**src/rtl/lpc_defines.svh**
```systemverilog
// Register offsets, field positions and reset values of the LIN PHY register bank.
// Assumes inclusion by bare name from the package and the design modules.
`ifndef LPC_DEFINES_SVH
`define LPC_DEFINES_SVH

`define LPC_ADDR_W         3
`define LPC_OFF_PORT_DATA  3'h0
`define LPC_OFF_CONTROL    3'h1
`define LPC_OFF_TEST_A     3'h2
`define LPC_OFF_SLEW       3'h3
`define LPC_OFF_TEST_B     3'h4
`define LPC_OFF_STATUS     3'h5
`define LPC_OFF_IRQ_EN     3'h6
`define LPC_OFF_IRQ_FLAGS  3'h7

`define LPC_BIT_TX_DRIVE   1
`define LPC_BIT_RX_SENSE   0
`define LPC_BIT_ENABLE     3
`define LPC_BIT_RX_ONLY    2
`define LPC_BIT_WAKEUP     1
`define LPC_BIT_PULLUP     0
`define LPC_BIT_SLEW_LOCK  7
`define LPC_BIT_OC_STATUS  0
`define LPC_BIT_OC_IE      7
`define LPC_BIT_OC_FLAG    0

`define LPC_SLEW_NORMAL    2'h0
`define LPC_SLEW_SLOW      2'h1
`define LPC_SLEW_FAST      2'h2
`define LPC_SLEW_RSVD      2'h3

`define LPC_RST_TX_DRIVE   1'h1
`define LPC_RST_CONTROL    4'h0
`define LPC_RST_SLEW       2'h0
`define LPC_RST_TEST       8'h00
`define LPC_SLEW_SYNC_CYC  4

`endif

```
**src/rtl/lpc_pkg.sv**
```systemverilog
// Types shared by the LIN PHY register bank modules.
// Assumes lpc_defines.svh is on the include path.
`include "lpc_defines.svh"

package lpc_pkg;

	typedef enum logic [1:0] {
		LPC_SLEW_NORM,
		LPC_SLEW_SLW,
		LPC_SLEW_FST,
		LPC_SLEW_RES
	} lpc_slew_e;

	// Register port request
	typedef struct packed {
		logic [2:0] addr;
		logic [7:0] wdata;
		logic       wr;
		logic       rd;
	} lpc_req_s;

	// Controls going out to the analog transceiver
	typedef struct packed {
		logic      phy_enable;
		logic      tx_enable;
		logic      rx_enable;
		logic      wakeup_enable;
		logic      strong_pullup_select;
		logic      transmit_data_input;
		lpc_slew_e slew;
	} lpc_phy_ctl_s;

endpackage : lpc_pkg

```
**src/rtl/lpc_regs.sv**
```systemverilog
// LIN PHY control and status register bank, top level.
// Assumes a simple one-cycle register port and an analog transceiver beside it.
//
// Chosen here: the plain strobed port.
`include "lpc_defines.svh"

module lpc_regs
	import lpc_pkg::*;
#(
	parameter int SLEW_SYNC_CYC = `LPC_SLEW_SYNC_CYC
) (
	input  wire logic       clk_i,          // 100 MHz system clock
	input  wire logic       rst_b_i,        // Async reset, active low
	input  wire logic [2:0] addr_i,         // Register offset
	input  wire logic [7:0] wdata_i,        // Write data
	input  wire logic       wr_i,           // Write strobe
	input  wire logic       rd_i,           // Read strobe
	output logic [7:0]      rdata_o,        // Read data, cycle after rd_i
	input  wire logic       special_mode_i, // Chip in special (test) mode
	input  wire logic       rx_data_i,      // Receiver output, asynchronous
	input  wire logic       overcurrent_i,  // Over-current sensor, asynchronous
	input  wire logic       route_reg_i,    // Routing selects register control
	output lpc_phy_ctl_s    phy_ctl_o,      // Controls to the transceiver
	output logic [7:0]      test_a_o,       // Factory test bits A
	output logic [7:0]      test_b_o,       // Factory test bits B
	output logic            irq_o           // Interrupt request, level
);
	lpc_req_s req;
	assign req = '{addr: addr_i, wdata: wdata_i, wr: wr_i, rd: rd_i};

	logic       rx_sync;
	logic       oc_sync;
	logic       tx_drive_r;
	logic [3:0] control_r;
	logic       oc_status_r;
	logic       oc_ie_r;
	logic       oc_flag_r;
	logic [1:0] slew_value;
	lpc_slew_e  slew_applied;
	logic       slew_locked;

	lpc_sync u_rx_sync (
		.clk_i   (clk_i),
		.rst_b_i (rst_b_i),
		.d_i     (rx_data_i),
		.q_o     (rx_sync)
	);

	lpc_sync u_oc_sync (
		.clk_i   (clk_i),
		.rst_b_i (rst_b_i),
		.d_i     (overcurrent_i),
		.q_o     (oc_sync)
	);

	// Address decode
	wire wr_data_w  = req.wr && (req.addr == `LPC_OFF_PORT_DATA);
	wire wr_ctl_w   = req.wr && (req.addr == `LPC_OFF_CONTROL);
	wire wr_ta_w    = req.wr && (req.addr == `LPC_OFF_TEST_A) && special_mode_i;
	wire wr_slew_w  = req.wr && (req.addr == `LPC_OFF_SLEW);
	wire wr_tb_w    = req.wr && (req.addr == `LPC_OFF_TEST_B) && special_mode_i;
	wire wr_ie_w    = req.wr && (req.addr == `LPC_OFF_IRQ_EN);
	wire wr_flag_w  = req.wr && (req.addr == `LPC_OFF_IRQ_FLAGS);

	// Over-current edge in either direction
	wire oc_change_w = oc_sync ^ oc_status_r;
	wire oc_clear_w  = wr_flag_w && req.wdata[`LPC_BIT_OC_FLAG];

	// Receive-only forced and locked while over-current stands
	wire rxo_nxt_w = oc_sync ? 1'b1 : req.wdata[`LPC_BIT_RX_ONLY];

	always_ff @(posedge clk_i or negedge rst_b_i) begin
		if (!rst_b_i) begin
			tx_drive_r <= `LPC_RST_TX_DRIVE;
		end else if (wr_data_w) begin
			tx_drive_r <= req.wdata[`LPC_BIT_TX_DRIVE];
		end
	end

	always_ff @(posedge clk_i or negedge rst_b_i) begin
		if (!rst_b_i) begin
			control_r <= `LPC_RST_CONTROL;
		end else if (wr_ctl_w) begin
			control_r <= {req.wdata[`LPC_BIT_ENABLE], rxo_nxt_w,
				req.wdata[`LPC_BIT_WAKEUP], req.wdata[`LPC_BIT_PULLUP]};
		end else if (oc_sync) begin
			control_r[`LPC_BIT_RX_ONLY] <= 1'b1;
		end
	end

	always_ff @(posedge clk_i or negedge rst_b_i) begin
		if (!rst_b_i) begin
			test_a_o <= `LPC_RST_TEST;
			test_b_o <= `LPC_RST_TEST;
		end else begin
			if (wr_ta_w) test_a_o <= req.wdata;
			if (wr_tb_w) test_b_o <= req.wdata;
		end
	end

	always_ff @(posedge clk_i or negedge rst_b_i) begin
		if (!rst_b_i) begin
			oc_status_r <= 1'b0;
			oc_ie_r     <= 1'b0;
			oc_flag_r   <= 1'b0;
		end else begin
			oc_status_r <= oc_sync;
			if (wr_ie_w) oc_ie_r <= req.wdata[`LPC_BIT_OC_IE];
			// Set wins over a simultaneous clear
			if (oc_change_w) oc_flag_r <= 1'b1;
			else if (oc_clear_w) oc_flag_r <= 1'b0;
		end
	end

	lpc_slew_sync #(
		.SYNC_CYC (SLEW_SYNC_CYC)
	) u_slew (
		.clk_i    (clk_i),
		.rst_b_i  (rst_b_i),
		.wr_i     (wr_slew_w),
		.wdata_i  (req.wdata[1:0]),
		.value_o  (slew_value),
		.slew_o   (slew_applied),
		.locked_o (slew_locked)
	);

	// Transceiver controls
	wire enable_w  = control_r[`LPC_BIT_ENABLE];
	wire tx_ok_w   = enable_w && !control_r[`LPC_BIT_RX_ONLY] && !oc_sync;
	assign phy_ctl_o.phy_enable           = enable_w;
	assign phy_ctl_o.tx_enable            = tx_ok_w;
	assign phy_ctl_o.rx_enable            = enable_w;
	assign phy_ctl_o.wakeup_enable        = enable_w && control_r[`LPC_BIT_WAKEUP];
	assign phy_ctl_o.strong_pullup_select = enable_w && control_r[`LPC_BIT_PULLUP];
	// Recessive (high) whenever the transmitter is off, so lost data never reaches the bus
	assign phy_ctl_o.transmit_data_input  = (tx_ok_w && route_reg_i) ? tx_drive_r : 1'b1;
	assign phy_ctl_o.slew                 = slew_applied;

	// Read mux, unimplemented bits zero
	logic [7:0] rmux_w;
	always_comb begin
		rmux_w = 8'h00;
		case (req.addr)
			`LPC_OFF_PORT_DATA: rmux_w = {6'h00, tx_drive_r, rx_sync};
			`LPC_OFF_CONTROL:   rmux_w = {4'h0, control_r};
			`LPC_OFF_TEST_A:    rmux_w = test_a_o;
			`LPC_OFF_SLEW:      rmux_w = {slew_locked, 5'h00, slew_value};
			`LPC_OFF_TEST_B:    rmux_w = test_b_o;
			`LPC_OFF_STATUS:    rmux_w = {7'h00, oc_status_r};
			`LPC_OFF_IRQ_EN:    rmux_w = {oc_ie_r, 7'h00};
			`LPC_OFF_IRQ_FLAGS: rmux_w = {7'h00, oc_flag_r};
			default:            rmux_w = 8'h00;
		endcase
	end

	always_ff @(posedge clk_i or negedge rst_b_i) begin
		if (!rst_b_i) begin
			rdata_o <= 8'h00;
		end else if (req.rd) begin
			rdata_o <= rmux_w;
		end else begin
			rdata_o <= 8'h00;
		end
	end

	assign irq_o = oc_ie_r && oc_flag_r;
endmodule : lpc_regs

```
**src/rtl/lpc_sync.sv**
```systemverilog
// Two-flop synchroniser for a level from the analog side.
// Assumes the input is asynchronous to clk_i.
module lpc_sync (
	input  wire logic clk_i,   // System clock
	input  wire logic rst_b_i, // Async reset, active low
	input  wire logic d_i,     // Asynchronous level
	output logic      q_o      // Synchronised level
);
	logic meta_r;

	always_ff @(posedge clk_i or negedge rst_b_i) begin
		if (!rst_b_i) begin
			meta_r <= 1'b0;
			q_o    <= 1'b0;
		end else begin
			meta_r <= d_i;
			q_o    <= meta_r;
		end
	end
endmodule : lpc_sync

```
**src/rtl/lpc_slew_sync.sv**
```systemverilog
// Slew setting hand-over to the slope control, with a write lock while it settles.
// Assumes the slope control takes a new setting within SYNC_CYC clocks.
`include "lpc_defines.svh"

module lpc_slew_sync
	import lpc_pkg::*;
#(
	parameter int SYNC_CYC = `LPC_SLEW_SYNC_CYC
) (
	input  wire logic       clk_i,    // System clock
	input  wire logic       rst_b_i,  // Async reset, active low
	input  wire logic       wr_i,     // Write to slew register
	input  wire logic [1:0] wdata_i,  // New slew code
	output logic [1:0]      value_o,  // Stored slew code
	output lpc_slew_e       slew_o,   // Setting seen by slope control
	output logic            locked_o  // Writes ignored while high
);
	localparam int CW = $clog2(SYNC_CYC + 1);

	logic [CW-1:0] cnt_r;
	logic [1:0]    applied_r;

	// Refused at elaboration: a zero count would never release the lock
	if (SYNC_CYC < 1) begin : g_bad_sync
		$error("SYNC_CYC must be at least 1");
	end

	wire accept_w = wr_i && !locked_o;

	always_ff @(posedge clk_i or negedge rst_b_i) begin
		if (!rst_b_i) begin
			value_o   <= `LPC_RST_SLEW;
			applied_r <= `LPC_RST_SLEW;
			cnt_r     <= '0;
			locked_o  <= 1'b0;
		end else if (accept_w) begin
			value_o  <= wdata_i;
			cnt_r    <= CW'(SYNC_CYC);
			locked_o <= 1'b1;
		end else if (locked_o) begin
			cnt_r <= cnt_r - CW'(1);
			if (cnt_r == CW'(1)) begin
				applied_r <= value_o;
				locked_o  <= 1'b0;
			end
		end
	end

	assign slew_o = lpc_slew_e'(applied_r);
endmodule : lpc_slew_sync

```
**config.mk**
```make
export PLATFORM = sky130hd
export DESIGN_NAME = lpc_regs
export DESIGN_NICKNAME = d
export VERILOG_FILES = /design/src/rtl/lpc_pkg.sv /design/src/rtl/lpc_regs.sv /design/src/rtl/lpc_sync.sv /design/src/rtl/lpc_slew_sync.sv
export VERILOG_INCLUDE_DIRS = /design/src /design/src/rtl
export SDC_FILE = /design/constraint.sdc
export NUM_CORES = 1
export LEC_CHECK = 0
export BUFFER_PORTS_ARGS = -buffer_cell sky130_fd_sc_hd__buf_2
export CAP_MARGIN = 20
export CORE_MARGIN = 2
export CORE_UTILIZATION = 38
export DETAILED_ROUTE_END_ITERATION = 8
export SYNTH_ARGS = -nofsm -noshare
export SYNTH_HDL_FRONTEND = slang
export SYNTH_SLANG_ARGS = --single-unit
```
**constraint.sdc**
```tcl
create_clock -name clk_i -period 1.12 [get_ports clk_i]
set_input_delay 0 -clock clk_i [delete_from_list [all_inputs] [get_ports clk_i]]
set_output_delay 0 -clock clk_i [all_outputs]
set_load 0.005 [all_outputs]
```
# ---- Word level (Yosys, flattened, before mapping)
# Cells that the tools add are included.
dict set report word_totals {
  regBits 44
  inputBits 19
  wordCells 66
}
dict set report op_classes {
  add_sub_neg 1
  eq_ne 8
  muxes 13
  n_bitwise 2
  n_reduce_logical 25
}
# operator n
set ops {}
lappend ops {{$pmux 8 s8} 1}
lappend ops {{$logic_and 1x1->1} 17}
lappend ops {{$eq 3x3->1 const B} 4}
lappend ops {{$mux 1} 9}
lappend ops {{$mux 8} 1}
lappend ops {{$eq 3x1->1 const B} 2}
lappend ops {{$eq 3x2->1 const B} 2}
lappend ops {{$mux 3} 2}
lappend ops {{$reduce_bool 2->1} 3}
lappend ops {{$logic_not 1->1} 3}
lappend ops {{$logic_not 3->1} 1}
lappend ops {{$reduce_and 3->1} 1}
lappend ops {{$sub 3x1->3 const B} 1}
lappend ops {{$not 1->1} 1}
lappend ops {{$xor 1x1->1} 1}

# ---- Depth between registers and ports, before layout
dict set report logic_depth {
  word_depth 5
  ltp_mapped 5
}

# ---- Cells and area by module
# From an unflattened synthesis, not the netlist that was laid out.
dict set report hier_totals {
  hier_cells 154
  area_unflattened_um2 1969.4
}
# mod n_inst cells_each area_per_inst_um2
set modules_own_cells {}
lappend modules_own_cells {lpc_regs 1 124 1521.5}
lappend modules_own_cells {lpc_slew_sync 1 26 347.8}
lappend modules_own_cells {lpc_sync 2 2 50.0}

# ---- Least setup slack after synthesis
# Ideal clock, no wire load.
dict set report synth_timing {
  path_kind {register to register}
  startpoint {register u_slew.cnt_r[0]}
  endpoint {register u_slew.applied_r[0] (netlist: u_slew.slew_o[0])}
  setup_ps 125
  arrival_ps 1002
  path_slack_ps -7
  stages_incl_launch_ff 4
  period_less_slack_ps 1127
  cell_sequence {dfrtp_1 ha_1 nand3_1 mux2_2}
}
dict set report synth_via {
  elab_chain_len 2
}
# item line_no
set synth_lines {}
lappend synth_lines {{from (decl)} lpc_slew_sync.sv:20} ;# logic [CW-1:0] cnt_r;
lappend synth_lines {{from (signal assigned)} lpc_slew_sync.sv:38} ;# cnt_r <= CW'(SYNC_CYC);
lappend synth_lines {{from (signal assigned)} lpc_slew_sync.sv:41} ;# cnt_r <= cnt_r - CW'(1);
lappend synth_lines {{$eq 3x1->1} lpc_slew_sync.sv:42} ;# if (cnt_r == CW'(1)) begin
lappend synth_lines {{$reduce_and 3->1 (no source line)} --}
lappend synth_lines {{to (signal assigned)} lpc_slew_sync.sv:33} ;# applied_r <= `LPC_RST_SLEW;
lappend synth_lines {{to (signal assigned)} lpc_slew_sync.sv:43} ;# applied_r <= value_o;
lappend synth_lines {{to (decl)} lpc_slew_sync.sv:21} ;# logic [1:0] applied_r;
# No other way between the ends.
# A chain may end at the register's enable or synchronous reset.

==> reports/qor.csv <==
metric,value,unit
"slowest stage delay, CP",0.42,ns
Vias/cell,4.85,
CP Capture Type,primary output,
Max Root-Sink Buffers,2,
number of synthesized flops with an enable pin,0,
Die Span X,77.3,um
RSZ-0062 raised after global routing,yes,
Detail Placement HPWL,3.37,mm
fmax,870,MHz
clk sink count,44,
status,"finished, violations left",
Synth Area in Compound Gates,6.62,%
post-synthesis adder-cell area fraction,1.23,%
Synth area leaders,"dfrtp_1, mux2_4, mux2_1, mux2_2, mux2i_1",
H-tree Lvls,2,
final cycle utilization of the critical path,103,%
gr ovfl total,0,
cells after synthesis,153,
Setup Crit Path Kind,register to primary output,
Worst Max-Slew Pin Slew,0.380,ns
WL/cell,14.4,um
top_reg_cell synth,dfrtp_1,
Syn Area/Cell,13.3,sq um
post-synthesis mux area share,17.7,%
"commonest non-fill, non-tap cell in the layout",buf_2,
CP Max Fanout,4,
Die Y,77.3,um
Yosys warning count,0,
gr usage total,16.3,%
failing checks,setup timing,
total chip power,4.79,mW
"commonest cells after routing, fill and taps aside","buf_2, dfrtp_1, buf_4",
"Clk Latency, worst-skew pair",0.28,ns
cell area after synthesis,2040,sq um
"FF+latch count, synth",44,
initial core utilization,39.7,%
top-area cell type share of the netlist area,52.7,%
post-synth top area cell,dfrtp_1,
Core Region,5140,sq um
initial drt markers,60,
final wirelength,4.42,mm
drt drc,0,
"critical path, cell by cell",nor3b_2 > nand3b_1 > buf_2,
Synth Area in Simple Gates,15.6,%
final worst slack,-0.0299,ns
detailed-route via count,1489,
worst hold path class,input pin to register,
critical path required time,1.12,ns
fin util,54.2,%
DRT Pass-1 Iters,4,
vias in the first global route,1516,
Final setup viols,1,
net count after synthesis,174,
Slew Limit Headroom,74.7,%
first-pass GRT wire length,7.60,mm
TritonCTS clock tree,yes,
CP startpoint kind,register,
Min Hold Slack,0.0150,ns
"Seq/Total Area, Yosys",54.0,%
share of post-route cells with drive strength above 1,48.1,%
largest net degree at the start of global routing,18,
Port-buffer cells,51,
pre-CTS setup slack,-0.0239,ns
Root Driver,clkbuf_8,
post-detailed-route count of antenna-violating nets,0,
TritonCTS Buffers,5,
final net count,259,
diode count,0,
Worst Skew,0.00227,ns
register clock-pin slew on the reported worst setup and hold paths,0.08,ns
Pleak,1.37,nW
final setup TNS,-0.0299,ns
RD Place Congestion,0.784,
final number of max-transition violations,0,
"Async S/R FF share, synth",100,%
initial antenna violation count,0,
num rows,26,
Final Critical Period,1.15,ns
PwrDens,1720,nW/um^2
crit path DAT,1.15,ns
count of unique library cells instantiated by Yosys,42,
die area,5980,sq um
highest-delay cell along the critical path,dfrtp_1,
"Area growth, synth to finish",36.5,%
fill cell count,486,
IO Count,52,
total of max-cap violations,0,
largest family of logic cells by synthesized area,multiplexers,
Synth Area in XOR/XNOR,0.858,%
VDD IR-drop max,0.908,mV
endpoints failing hold,0,
==> power by group <==
group | leakage, nW | internal [mW] | switching, mW | total, mW
Combinational | 0.785 | 0.883 | 0.569 | 1.45
Clock | 0.0501 | 0.640 | 0.481 | 1.12
Sequential | 0.535 | 1.95 | 0.266 | 2.21
==> registers in the layout, indices dropped and copies added (netlist names), 2 cells and up <==
| signal | count |
|---|---|
| rdata_o | 8 |
| u_slew.cnt_r | 3 |
| test_b_o | 8 |
| u_slew.value_o | 2 |
| u_slew.slew_o | 2 |
| control_r | 4 |
| test_a_o | 8 |
==> synth_stat cells (2+ instances only) <==
library cell and instances:
mux2_4 8, o21a_1 2, inv_1 6, nor3b_1 4, a22oi_1 4, o21ai_0 2
nand3_1 2, buf_4 5, buf_2 2, nand2_1 4, nor2_1 4, nand3b_1 5
ha_1 2, nor3_1 2, a21oi_1 4, mux2_2 8, nand2b_1 2, xnor2_1 2
and2_1 4, mux2i_1 5, nor2b_1 4, dfrtp_1 43, nor2_8 2, mux2_1 9
==> through the flow <==
| stage | cell area [sq um] | std cells |
|---|---|---|
| after floorplan | 2050 | 153 |
| after global placement | 2510 | 286 |
| after detailed placement | 2510 | 286 |
| after CTS | 2730 | 304 |
| after global routing | 2790 | 307 |
| final | 2790 | 307 |
==> routing by layer <==
| layer | part of all wire (%) | up-vias | track usage, % |
|---|---|---|---|
| met3 | 3.5 | 2 | 3.53 |
| li1 | - | 710 | - |
| met4 | 0.86 | 0 | 4.82 |
| met5 | 0 | - | 0 |
| met1 | 45 | 743 | 21.4 |
| met2 | 51 | 34 | 27.0 |
==> critical path, delay by kind of cell (launching register included) <==
| family | cells | cell delay [ns] |
|---|---|---|
| AND/OR/NAND/NOR | 2 | 0.32 |
| buffers and inverters | 1 | 0.13 |
| flip-flops | 1 | 0.42 |
==> area by class of cell <==
type                    count  area (sq um)  share of cell area (%)
clock buffers               5          68.8                    2.47
clock inverters             1          30.0                    1.08
inverters                   6          22.5                   0.808
multi-input cells          95           901                    32.3
flip-flops and latches     44          1100                    39.6
well taps                  70          87.6                    3.14
repair buffers             86           573                    20.6
==> worst paths after layout <==
kind,from,slack [ns],end,depth (start not counted)
worst max-delay path,u_oc_sync.q_o,-0.03,phy_ctl_o[2],3
worst min-delay path,wdata_i[1],0.02,control_r[1],3
worst max register to register,u_slew.locked_o,0.02,u_slew.slew_o[1],3
worst min register to register,u_oc_sync.meta_r,0.35,u_oc_sync.q_o,0
max in group asynchronous,rst_b_i,0.47,tx_drive_r,3
min in group asynchronous,rst_b_i,0.17,oc_flag_r,2
==> cell families after synthesis <==
logic type               Yosys count
AND/OR/NAND/NOR                   42
flip-flops                        44
buffers and inverters             14
adder cells (fa/ha/maj)            2
XOR/XNOR                           2
AO/OA/AOI/OAI                     19
multiplexers                      30
==> what timing repair did <==
item | 4_1_cts | 5_1_grt
pin swaps | 1 | 4
hold endpoints to repair | 60 | 0
endpoints found under the setup margin | 6 | 8
gates resized for setup | 3 | 8
hold buffers | 9 | 0
buffers inserted | 3 | 3
Note: power is estimated with default switching activity, not from simulation.
